## src/rtl/telemetry_cfg.svh

```systemverilog
`ifndef TELEMETRY_CFG_SVH
`define TELEMETRY_CFG_SVH

// ----------------------------------------
// Command codes of the telemetry words
// ----------------------------------------
`define CMD_INPUT_VOLTAGE 8'h88
`define CMD_OUTPUT_VOLTAGE 8'h8B
`define CMD_OUTPUT_CURRENT 8'h8C
`define CMD_TEMPERATURE 8'h8D

// ----------------------------------------
// Field layout
// ----------------------------------------
`define EXP_MSB 15
`define EXP_LSB 11
`define MANT_MSB 10
`define VOLT_DIRECT_MSB 10
`define CURR_DIRECT_MSB 13
`define TEMP_MSB 7

// ----------------------------------------
// Linear11 base exponents (count weight)
// ----------------------------------------
// 31.25 mV per count is 2^-5 V
`define VOLT_BASE_EXP 5'h1B
// 62.5 mA per count is 2^-4 A
`define CURR_BASE_EXP 5'h1C
// Largest positive 11-bit mantissa
`define MANT_MAX 14'h03FF
`define MAX_SHIFT 3'h4

// ----------------------------------------
// Reset values
// ----------------------------------------
`define READ_DATA_RESET 16'h0000

`endif

```

## src/rtl/telemetry_pkg.sv

```systemverilog
package telemetry_pkg;

	// ----------------------------------------
	// Encoding selected by the format bit
	// ----------------------------------------
	typedef enum logic [0:0] {
		FMT_LINEAR = 1'b0,
		FMT_DIRECT = 1'b1
	} format_type;

	// ----------------------------------------
	// Which telemetry word a command selects
	// ----------------------------------------
	typedef enum logic [2:0] {
		SEL_NONE = 3'b000,
		SEL_VIN = 3'b001,
		SEL_VOUT = 3'b010,
		SEL_IOUT = 3'b011,
		SEL_TEMP = 3'b100
	} reading_sel_type;

endpackage : telemetry_pkg

```

## src/rtl/linear11_encoder.sv

```systemverilog
`timescale 1ns/1ps
`include "telemetry_cfg.svh"

module linear11_encoder (
	// Unsigned reading and exponent of its count weight
	input wire logic [13:0] count,
	input wire logic [4:0] base_exp,
	// Linear11 word
	output logic [15:0] word
);

	// ----------------------------------------
	// Smallest right shift that fits the mantissa
	// ----------------------------------------
	function automatic logic [2:0] fit_shift(input logic [13:0] value);
		logic [2:0] s;
		s = `MAX_SHIFT;
		for (int i = 4; i >= 0; i--) begin
			if ((value >> i) <= `MANT_MAX) begin
				s = 3'(i);
			end
		end
		return s;
	endfunction : fit_shift

	wire logic [2:0] shift = fit_shift(count);
	wire logic [13:0] shifted = count >> shift;
	wire logic [4:0] exponent = base_exp + {2'h0, shift};

	assign word = {exponent, shifted[`MANT_MSB:0]};

endmodule : linear11_encoder

```

## src/rtl/telemetry_readback_formatter.sv

```systemverilog
`timescale 1ns/1ps
`include "telemetry_cfg.svh"

module telemetry_readback_formatter (
	// Clock and reset
	input wire logic clk,
	input wire logic reset,
	// Converted readings
	input wire logic [10:0] vin_count,
	input wire logic [10:0] vout_count,
	input wire logic [13:0] iout_count,
	input wire logic [7:0] temp_sense_pin_reading,
	// Format select bit from the configuration register
	input wire logic direct_format_sel,
	// Read requests from the bus slave
	input wire logic rd_start,
	input wire logic [7:0] rd_cmd,
	// Write requests from the bus slave
	input wire logic wr_strobe,
	input wire logic [7:0] wr_cmd,
	// Read answer
	output logic [15:0] rd_data_ff,
	output logic rd_valid_ff,
	output logic rd_hit_ff,
	// Write answer
	output logic wr_reject_ff
);

	// ----------------------------------------
	// Command decode
	// ----------------------------------------
	function automatic telemetry_pkg::reading_sel_type decode_cmd(input logic [7:0] cmd);
		case (cmd)
			`CMD_INPUT_VOLTAGE: decode_cmd = telemetry_pkg::SEL_VIN;
			`CMD_OUTPUT_VOLTAGE: decode_cmd = telemetry_pkg::SEL_VOUT;
			`CMD_OUTPUT_CURRENT: decode_cmd = telemetry_pkg::SEL_IOUT;
			`CMD_TEMPERATURE: decode_cmd = telemetry_pkg::SEL_TEMP;
			default: decode_cmd = telemetry_pkg::SEL_NONE;
		endcase
	endfunction : decode_cmd

	telemetry_pkg::reading_sel_type rd_sel;
	telemetry_pkg::reading_sel_type wr_sel;
	telemetry_pkg::format_type fmt;

	assign rd_sel = decode_cmd(rd_cmd);
	assign wr_sel = decode_cmd(wr_cmd);
	assign fmt = telemetry_pkg::format_type'(direct_format_sel);

	// ----------------------------------------
	// Linear11 encoders
	// ----------------------------------------
	wire logic [15:0] vin_lin;
	wire logic [15:0] vout_lin;
	wire logic [15:0] iout_lin;

	linear11_encoder vin_enc (
		.count({3'h0, vin_count}),
		.base_exp(`VOLT_BASE_EXP),
		.word(vin_lin)
	);

	linear11_encoder vout_enc (
		.count({3'h0, vout_count}),
		.base_exp(`VOLT_BASE_EXP),
		.word(vout_lin)
	);

	linear11_encoder iout_enc (
		.count(iout_count),
		.base_exp(`CURR_BASE_EXP),
		.word(iout_lin)
	);

	// ----------------------------------------
	// Direct words
	// ----------------------------------------
	wire logic [15:0] vin_dir = {5'h00, vin_count};
	wire logic [15:0] vout_dir = {5'h00, vout_count};
	wire logic [15:0] iout_dir = {2'h0, iout_count};
	wire logic [15:0] temp_word = {8'h00, temp_sense_pin_reading};

	// ----------------------------------------
	// Word selection
	// ----------------------------------------
	wire logic use_direct = (fmt == telemetry_pkg::FMT_DIRECT);
	wire logic [15:0] vin_word = use_direct ? vin_dir : vin_lin;
	wire logic [15:0] vout_word = use_direct ? vout_dir : vout_lin;
	wire logic [15:0] iout_word = use_direct ? iout_dir : iout_lin;

	logic [15:0] sel_word;
	always_comb begin
		case (rd_sel)
			telemetry_pkg::SEL_VIN: sel_word = vin_word;
			telemetry_pkg::SEL_VOUT: sel_word = vout_word;
			telemetry_pkg::SEL_IOUT: sel_word = iout_word;
			telemetry_pkg::SEL_TEMP: sel_word = temp_word;
			default: sel_word = `READ_DATA_RESET;
		endcase
	end

	wire logic rd_is_hit = (rd_sel != telemetry_pkg::SEL_NONE);
	wire logic wr_is_ours = wr_strobe && (wr_sel != telemetry_pkg::SEL_NONE);

	// ----------------------------------------
	// Snapshot and answer registers
	// ----------------------------------------
	wire logic [15:0] nxt_rd_data = rd_start ? sel_word : rd_data_ff;

	always_ff @(posedge clk or posedge reset) begin
		if (reset) begin
			rd_data_ff <= `READ_DATA_RESET;
			rd_valid_ff <= 1'h0;
			rd_hit_ff <= 1'h0;
			wr_reject_ff <= 1'h0;
		end else begin
			rd_data_ff <= nxt_rd_data;
			rd_valid_ff <= rd_start;
			rd_hit_ff <= rd_start ? rd_is_hit : rd_hit_ff;
			wr_reject_ff <= wr_is_ours;
		end
	end
endmodule : telemetry_readback_formatter

```

## config.mk

```make
export PLATFORM = sky130hd
export DESIGN_NAME = telemetry_readback_formatter
export DESIGN_NICKNAME = d
export VERILOG_FILES = /design/src/rtl/telemetry_pkg.sv /design/src/rtl/linear11_encoder.sv /design/src/rtl/telemetry_readback_formatter.sv
export VERILOG_INCLUDE_DIRS = /design/src /design/src/rtl
export SDC_FILE = /design/constraint.sdc
export NUM_CORES = 1
export LEC_CHECK = 0
export ABC_AREA = 1
export CAP_MARGIN = 20
export CORE_MARGIN = 2
export CORE_UTILIZATION = 55
export DETAILED_ROUTE_END_ITERATION = 8
export DONT_BUFFER_PORTS = 1
export MAX_ROUTING_LAYER = met4
export PLACE_DENSITY = 0.7
export SLEW_MARGIN = 15
export SYNTH_ARGS = -nofsm -noshare
export SYNTH_HDL_FRONTEND = slang
export SYNTH_SLANG_ARGS = --single-unit
```

## constraint.sdc

```tcl
create_clock -name clk -period 1.85 [get_ports clk]
set_input_delay 0.0925 -clock clk [delete_from_list [all_inputs] [get_ports clk]]
set_output_delay 0.0925 -clock clk [all_outputs]
set_load 0.02 [all_outputs]
```

==> results.py, run 1 <==
metrics = {
    "run_status": {
        "run_status": "complete, no violations",
    },
    "critical_path": {
        "critPathCaptureType": "flop",
        "crit_buf_inv": 2,
        "crit_family": "buffers and inverters",
        "critPathKind": "primary input to flop",
        "start_kind": "primary input",
        "path_max_fanout": 1,
        "cp_common_cell": "dlygate4sd3_1",
        "crit_arrival_ns": 1.57,
        "path_cells": "dlygate4sd3_1 -> nor4b_1 -> dlygate4sd3_1",
        "crit_slowest_cell": "dlygate4sd3_1",
        "cp_slowest_stage_delay_ns": 0.60,
        "critical_path_required_ns": 2.07,
    },
    "die": {
        "row_count": 21,
        "core_region_area_mm2": 0.003363,
        "die_x_um": 63.33,
        "die_area_mm2": 0.004010,
        "initial_core_util": 0.5755,
        "die_h_um": 63.33,
        "num_io_pins": 84,
    },
    "synth": {
        "yosys_warnings": 0,
        "synth_seq_cells": 18,
        "avgSynthCellArea_um2": 5.693,
        "ys_seq_area_frac": 0.2327,
        "synth_top_area_frac": 0.2424,
        "yosys-top-cells-area": "nand2_1 (24%), dfrtp_1 (23%), nand3_1 (14%)",
        "syn_area_mm2": 0.001936,
        "yosysTopAreaCell": "nand2_1",
        "postSynthCellCount": 340,
        "synth_cell_types": 30,
    },
    "clock_tree": {
        "cts_tree": "yes",
        "clk_path_buf_depth": 2,
        "post_cts_buffers": 0,
        "clkLatencyLatePin_ns": 0.28,
        "cts_root_buf": "clkbuf_4",
        "h-tree-depth": 1,
        "tritoncts.num_buffers": 3,
        "clkSinkCount": 18,
        "cts_resized": 0,
        "clkTransAtPathRegs_ns": 0.09,
    },
    "finish": {
        "antenna_cells": 0,
        "fin_area_mm2": 0.001992,
        "nNetsFinal": 407,
        "multi_input_area_mm2": 0.001271,
        "seqCellArea_um2": 450.4,
        "layout_commonest_cell": "nand2_1",
        "fillCellCount": 363,
        "area_growth_pct": 2.909,
        "final_cell_mix": "nand2_1 (125), nand3_1 (53), nor2_1 (31), inv_1 (27), a21oi_1 (21)",
        "drive_above_1_share": 0.06213,
    },
    "sta": {
        "rsz0062_at_grt": "false",
        "fin_worst_skew_ns": 0,
        "finalCriticalPeriod_ns": 1.342,
        "period_share": 0.7254,
        "hold_violations": 0,
        "timing.setup.tns_ns": 0,
        "whs_ns": 0.02132,
        "slew_violations": 0,
        "clock.fmax_ghz": 0.7451,
        "setup_viol": 0,
        "slew_headroom": 0.5552,
        "tightest_slew_ns": 0.6665,
    },
    "drt": {
        "num_vias": 2187,
        "ant_nets": 0,
        "wire_per_inst_um": 14.04,
        "drt-initial-drc-count": 267,
        "wl_mm": 5.390,
        "drt-pass1-iter-count": 4,
        "drt_drc_violations_left": 0,
        "viasPerCell": 5.695,
    },
    "grt": {
        "overflow": 0,
        "grt_max_degree": 19,
        "grtUsageTotal": 0.2853,
        "grt_pass1_wl_mm": 8.976,
        "grt_pass1_vias": 2006,
        "antenna_found_initial": 0,
    },
    "flow_run": {
        "maxCapViolCount": 0,
    },
    "placement": {
        "place.gp.congestion": 0.9267,
        "port_buffers": 0,
        "dpl.hpwl_mm": 4.333,
        "placed_area_mm2": 0.001929,
    },
    "power": {
        "power_density_mw_per_mm2": 404.0,
        "power.total_mw": 0.8048,
        "power_leakage_nw": 1.060,
        "ir_drop_mv": 0.3976,
    },
    "hold_path": {
        "hp-class": "primary input to flop",
    },
}
==> area by class of cell <==
class                           instances  share of cell area
Clock buffer                            3             0.01131
Inverter                               34             0.06407
Multi-Input combinational cell        276              0.6382
Sequential cell                        18              0.2261
Tap cell                               46             0.02889
Timing Repair Buffer                    7             0.03141
==> synth_stat cells, drive strengths merged <==
master,instances
dfrtp,18
nor2,33
mux2i,1
nor4b,1
o31ai,1
nand4,2
conb,1
ha,2
buf,12
nor3b,9
nor3,5
o22ai,2
clkbuf,1
nand2,128
inv,33
nand3,54
xor2,1
o21ai,11
a21oi,24
clkinv,1
==> flip-flops by register name (all words and copies together) (netlist names) <==
signal	count
wr_reject_ff	1
rd_valid_ff	1
rd_data_ff	15
rd_hit_ff	1
==> through the flow <==
step                utilization  std cells  setup WS [ns]
global placement         0.5737        377         0.4395
CTS                      0.5923        384         0.6142
detailed placement       0.5737        377         0.3847
global route             0.5923        384         0.4321
finish                   0.5923        384         0.5079
floorplan                     -        341         0.7056
==> metal layers <==
metal  vias up  wire length [um]  GRT usage
met5         -                 0          -
met4         0                52    0.04348
met3         6               454    0.05893
met2       107              2542     0.4776
met1       981              2341     0.3637
li1       1093                 -          -
==> report_power, final <==
part	internal, mW	switching, mW	leakage (nW)	total, mW
combinational	0.0691	0.141	0.797	0.210
clock	0.0757	0.115	0.0138	0.191
sequential	0.397	0.00697	0.249	0.404
total	0.541	0.263	1.06	0.805
==> timing repair <==
item / 4_1_cts / 5_1_grt
hold endpoints to repair: 31 / 0
hold buffers: 4 / 0
endpoints found under the setup margin: 0 / 0
==> final timing paths <==
path                                 from             end  slack (ns)  depth (start not counted)
max                             wr_cmd[5]    wr_reject_ff        0.51                          3
min                              rd_start       rd_hit_ff        0.02                          2
max reg2reg                rd_data_ff[14]  rd_data_ff[14]        0.98                          2
min reg2reg                     rd_hit_ff       rd_hit_ff        0.63                          2
max in group asynchronous           reset  rd_data_ff[10]        1.09                          2
min in group asynchronous           reset  rd_data_ff[13]        0.32                          2
==> logic make-up after synthesis <==
| kind of cell | count (synthesis) | share of synthesized area |
|---|---|---|
| AOI/OAI and AO/OA | 38 | 0.1105 |
| xor gates and xnor gates | 1 | 0.004526 |
| adders and majority gates | 2 | 0.01293 |
| buffers and inverters | 47 | 0.1125 |
| DFF | 18 | 0.2327 |
| muxes | 1 | 0.005172 |
| other | 1 | 0.001937 |
| and+or+nand+nor | 232 | 0.5197 |
Power figures use the tool's default switching activity.
==> inputs of run 2 (changes only) <==
Settings changed: ABC_AREA 1 to 0.
Clock period 1.85 ns to 1.3 ns, I/O delays scaled along.
==> results.py, run 2 <==
metrics = {
    "synth": {
        "synth_top_area_frac": 0.2364,
        "synth.top_cells.by_count": "nand2_1 (26), mux2i_1 (21), nor2_1 (20)",
        "yosysTopAreaCell": "dfrtp_1",
        "synth_edf_count": 0,
        "synth_cell_types": 56,
        "avgSynthCellArea_um2": 7.684,
        "ys_seq_area_frac": 0.2364,
        "postSynthCellCount": 248,
        "synthFlopType": "dfrtp_1",
        "yosys_warnings": 0,
        "synth.most_common_cell": "nand2_1",
        "yosys-top-cells-area": "dfrtp_1 (24%), mux2i_1 (11%), nand2_1 (5.1%)",
        "syn_area_mm2": 0.001906,
        "async_reset_ff_frac": 1.000,
        "synth_seq_cells": 18,
    },
    "sta": {
        "timing.setup.tns_ns": 0,
        "finalCriticalPeriod_ns": 1.083,
        "tightest_slew_ns": 0.5034,
        "period_share": 0.8327,
        "hold_violations": 0,
        "slew_violations": 0,
        "slew_headroom": 0.6600,
        "setup_viol": 0,
        "rsz0062_at_grt": "false",
        "whs_ns": 0.003190,
        "fin_worst_skew_ns": 0,
        "clock.fmax_ghz": 0.9237,
    },
    "clock_tree": {
        "h-tree-depth": 1,
        "clk_path_buf_depth": 2,
        "clkTransAtPathRegs_ns": 0.11,
        "cts_root_buf": "clkbuf_4",
        "tritoncts.num_buffers": 3,
        "post_cts_buffers": 0,
        "clkLatencyLatePin_ns": 0.28,
        "cts_tree": "yes",
        "cts_resized": 0,
        "clkSinkCount": 18,
        "cts_hold_buffers": 11,
    },
    "die": {
        "die_h_um": 62.86,
        "core_region_area_mm2": 0.003337,
        "die_area_mm2": 0.003951,
        "initial_core_util": 0.5711,
        "die_x_um": 62.86,
        "num_io_pins": 84,
        "row_count": 21,
    },
    "power": {
        "power_density_mw_per_mm2": 573.1,
        "power_leakage_nw": 0.8342,
        "ir_drop_mv": 0.4147,
        "power.total_mw": 1.175,
    },
    "critical_path": {
        "path_max_fanout": 1,
        "critPathKind": "primary input to flop",
        "crit_arrival_ns": 1.30,
        "worstReg2RegStart": "rd_data_ff[1]",
        "critical_path_required_ns": 1.52,
        "start_kind": "primary input",
        "cp-startpoint": "wr_cmd[7]",
        "critPathCaptureType": "flop",
    },
    "drt": {
        "wl_mm": 5.456,
        "num_vias": 1897,
        "drt-initial-drc-count": 153,
        "wire_per_inst_um": 18.37,
        "drt_drc_violations_left": 0,
        "drt-pass1-iter-count": 5,
        "ant_nets": 0,
        "viasPerCell": 6.387,
    },
    "flow_run": {
        "maxCapViolCount": 0,
    },
    "placement": {
        "port_buffers": 0,
        "placed_area_mm2": 0.001917,
        "dpl.hpwl_mm": 4.126,
        "place.gp.congestion": 0.9700,
    },
    "finish": {
        "fin_util": 0.6142,
        "largest_reg_flops": 15,
        "fin_area_mm2": 0.002049,
        "max_flop_register": "rd_data_ff",
        "nNetsFinal": 320,
        "layout_commonest_cell": "nand2_1",
        "drive_above_1_share": 0.08367,
        "area_growth_pct": 7.551,
        "antenna_cells": 0,
        "fillCellCount": 329,
        "final_cell_mix": "nand2_1 (26), mux2i_1 (21), nor2_1 (20), a21oi_1 (18), dfrtp_1 (18)",
    },
    "grt": {
        "overflow": 0,
        "grt_max_degree": 36,
        "antenna_found_initial": 0,
        "grt_pass1_vias": 1868,
        "grtUsageTotal": 0.2924,
        "grt_pass1_wl_mm": 9.232,
    },
    "hold_path": {
        "holdCritStartpoint": "rd_cmd[2]",
        "hp-class": "primary input to flop",
    },
    "run_status": {
        "run_status": "complete, no violations",
    },
}
[run 2: changes by cell type in the layout (fill, tap and decap cells not counted), sizes merged, moves of 13 or more]
cell,before,now
mux2i,1,21
inv,33,13
o22ai,2,16
nor2,33,20
nand2,128,26
nand3,54,4
[run 2: worst paths after layout]
check | end | slack [ns] | cells after the start
worst min-delay path | rd_data_ff[14] | 0.003 | 3
min in group asynchronous | rd_data_ff[9] | 0.23 | 3
worst min register to register | rd_hit_ff | 0.64 | 1
worst max-delay path | wr_reject_ff | 0.22 | 4
worst max register to register | rd_data_ff[1] | 0.33 | 1
max in group asynchronous | wr_reject_ff | 0.86 | 3
[run 2: where the power goes]
| group | total (mW) | internal, mW | leakage, nW | switching, mW |
|---|---|---|---|---|
| Sequential | 0.571 | 0.563 | 0.249 | 0.00741 |
| Clock | 0.271 | 0.107 | 0.0138 | 0.163 |
| Combinational | 0.333 | 0.168 | 0.571 | 0.165 |
| Total | 1.17 | 0.839 | 0.834 | 0.336 |
[run 2: layer usage]
metal,track usage,vias up,share of wire
met2,0.4628,104,0.46
met4,0.04167,0,0.013
met1,0.3951,852,0.44
met5,-,-,0
met3,0.05946,8,0.092
li1,-,933,-
[run 2: cell type report]
cell class | count | area [um2] | share of cell area
Multi-Input combinational cell | 198 | 1300 | 0.6343
Sequential cell | 18 | 450.4 | 0.2198
Timing Repair Buffer | 19 | 170.2 | 0.08303
Tap cell | 46 | 57.56 | 0.02808
Inverter | 13 | 48.80 | 0.02381
Clock buffer | 3 | 22.52 | 0.01099
[run 2: cell families (layout without fill, tap and decap cells)]
family / after synthesis / count (layout) / share of synthesized area
muxes: 23 / 23 / 0.1221
other: 1 / 2 / 0.001968
and+or+nand+nor: 78 / 78 / 0.2055
xor gates and xnor gates: 1 / 1 / 0.004597
adders and majority gates: 2 / 2 / 0.01313
AOI/OAI and AO/OA: 92 / 92 / 0.3329
DFF: 18 / 18 / 0.2364
buffers and inverters: 33 / 35 / 0.08338
[run 2: critical path, cell delays in order]
cell and delay (ns):
dlygate4sd3_1 0.53, nand3_1 0.06, dlygate4sd3_1 0.55, nor2_1 0.10
[run 2: metrics by stage]
step	worst slack (ns)	cells
after CTS	0.2284	297
after global routing	0.1565	297
after detailed placement	0.04351	283
after floorplan	0.06129	249
final	0.2174	297
after global placement	0.04701	283
==> inputs of run 3 (changes only) <==
Settings changed: PLACE_DENSITY 0.7 to 0.73.
Clock period 1.3 ns to 0.9 ns, I/O delays scaled along.
==> results.py, run 3 (same netlist as run 2, synthesis figures left out) <==
metrics = {
    "run_status": {
        "run_status": "complete, but fails checks",
        "violations": "negative setup slack",
    },
    "sta": {
        "hold_violations": 0,
        "clock.fmax_ghz": 1.097,
        "rsz0062_at_grt": "true",
        "finalCriticalPeriod_ns": 0.9119,
        "fin_worst_skew_ns": 0,
        "slew_violations": 0,
        "setup_slack_ns": -0.01187,
        "timing.setup.tns_ns": -0.01187,
        "setup_viol": 1,
        "whs_ns": 0.01520,
        "period_share": 1.013,
    },
    "die": {
        "die_h_um": 62.86,
        "initial_core_util": 0.5711,
        "core_region_area_mm2": 0.003337,
        "num_io_pins": 84,
        "die_area_mm2": 0.003951,
        "die_x_um": 62.86,
        "row_count": 21,
    },
    "finish": {
        "largest_reg_flops": 15,
        "max_flop_register": "rd_data_ff",
        "fillCellCount": 266,
        "multi_input_area_mm2": 0.001390,
        "area_growth_pct": 30.73,
        "fin_util": 0.7465,
        "nNetsFinal": 359,
        "final_cell_mix": "buf_4 (32), nand2_1 (25), mux2i_1 (21), dfrtp_1 (18), a21oi_1 (16)",
        "antenna_cells": 0,
        "drive_above_1_share": 0.2552,
        "final_cells": 336,
        "seqCellArea_um2": 450.4,
        "layout_commonest_cell": "buf_4",
    },
    "power": {
        "power_leakage_nw": 1.084,
        "power_density_mw_per_mm2": 717.9,
        "ir_drop_mv": 0.7928,
        "power.total_mw": 1.788,
    },
    "critical_path": {
        "path_max_fanout": 2,
        "crit_buf_inv": 1,
        "critPathCaptureType": "output port",
        "r2r-end": "rd_data_ff[1]",
        "worstReg2RegStart": "rd_data_ff[1]",
        "rrSetupSlack_ns": 0.05,
        "crit_slowest_cell": "dfrtp_1",
        "crit_arrival_ns": 0.87,
        "path_cells": "buf_6",
        "crit_family": "flip-flops",
        "critical_path_required_ns": 0.85,
        "critPathKind": "flop to output port",
        "critical_path_depth": 1,
        "worst_r2r_path_depth": 1,
        "start_kind": "flop",
        "cp_slowest_stage_delay_ns": 0.44,
    },
    "drt": {
        "ant_nets": 0,
        "wire_per_inst_um": 18.98,
        "drt-initial-drc-count": 223,
        "viasPerCell": 6.565,
        "wl_mm": 6.376,
        "drt-pass1-iter-count": 5,
        "drt_drc_violations_left": 0,
        "num_vias": 2206,
    },
    "grt": {
        "grt_pass1_vias": 2022,
        "antenna_found_initial": 0,
        "grt_max_degree": 36,
        "grtUsageTotal": 0.3160,
        "overflow": 0,
        "grt_pass1_wl_mm": 9.867,
    },
    "clock_tree": {
        "clkSinkCount": 18,
        "clkTransAtPathRegs_ns": 0.10,
        "clkLatencyLatePin_ns": 0.27,
        "clk_path_buf_depth": 2,
        "h-tree-depth": 1,
        "tritoncts.num_buffers": 3,
        "cts_tree": "yes",
        "cts_root_buf": "clkbuf_4",
    },
    "hold_path": {
        "holdCritStartpoint": "temp_sense_pin_reading[2]",
        "min_to": "rd_data_ff[2]",
        "whs_path_depth": 2,
        "hp-class": "primary input to flop",
    },
    "flow_run": {
        "maxCapViolCount": 0,
    },
    "placement": {
        "dp_cells": 317,
        "port_buffers": 0,
        "place.gp.congestion": 0.9010,
        "dpl.hpwl_mm": 4.330,
    },
}
==> run 3: changes by cell type in the layout (fill, tap and decap cells not counted), sizes merged <==
cell	delta
dlymetal6s4s	+2
buf	+37
==> run 3: layout make-up <==
| cell class | count | area share |
|---|---|---|
| well taps | 46 | 0.02310 |
| inverters | 13 | 0.01959 |
| multi-input cells | 198 | 0.5580 |
| clock buffers | 3 | 0.009041 |
| repair buffers | 58 | 0.2094 |
| flip-flops and latches | 18 | 0.1808 |
==> run 3: power by group <==
part           switching (mW)  internal [mW]
combinational           0.282          0.314
sequential            0.00723          0.814
clock                   0.216          0.155
total                   0.505           1.28
==> run 3: routing by layer <==
metal	vias to the layer above	global-route usage	wire [um]
li1	999	-	-
met4	0	0.06667	122
met5	-	-	0
met2	126	0.4960	3114
met1	1065	0.4412	2694
met3	16	0.03423	444
==> run 3: what timing repair did <==
action	4_1_cts	5_1_grt
setup buffers	0	3
pin swaps	0	9
hold buffers	13	0
resized for setup	2	25
endpoints found under the setup margin	2	22
hold endpoints to repair	30	0
==> run 3: through the flow <==
stage | instance area [um2] | worst slack [ns]
after floorplan | 1979 | -0.2762
after global placement | 2207 | -0.2534
after detailed placement | 2207 | -0.2839
after CTS | 2367 | 0.003961
after global routing | 2491 | -0.04511
final | 2491 | -0.01187
==> run 3: worst max-delay path by stage <==
stage / end / slack, ns / from
finish: rd_data_ff[11] / -0.01 / rd_data_ff[11]
global route: rd_data_ff[0] / -0.05 / rd_cmd[7]
CTS: rd_data_ff[2] / 0.004 / rd_data_ff[2]
detailed placement: rd_data_ff[2] / -0.28 / iout_count[11]
global placement: rd_data_ff[2] / -0.25 / iout_count[11]
floorplan: rd_data_ff[7] / -0.28 / iout_count[12]
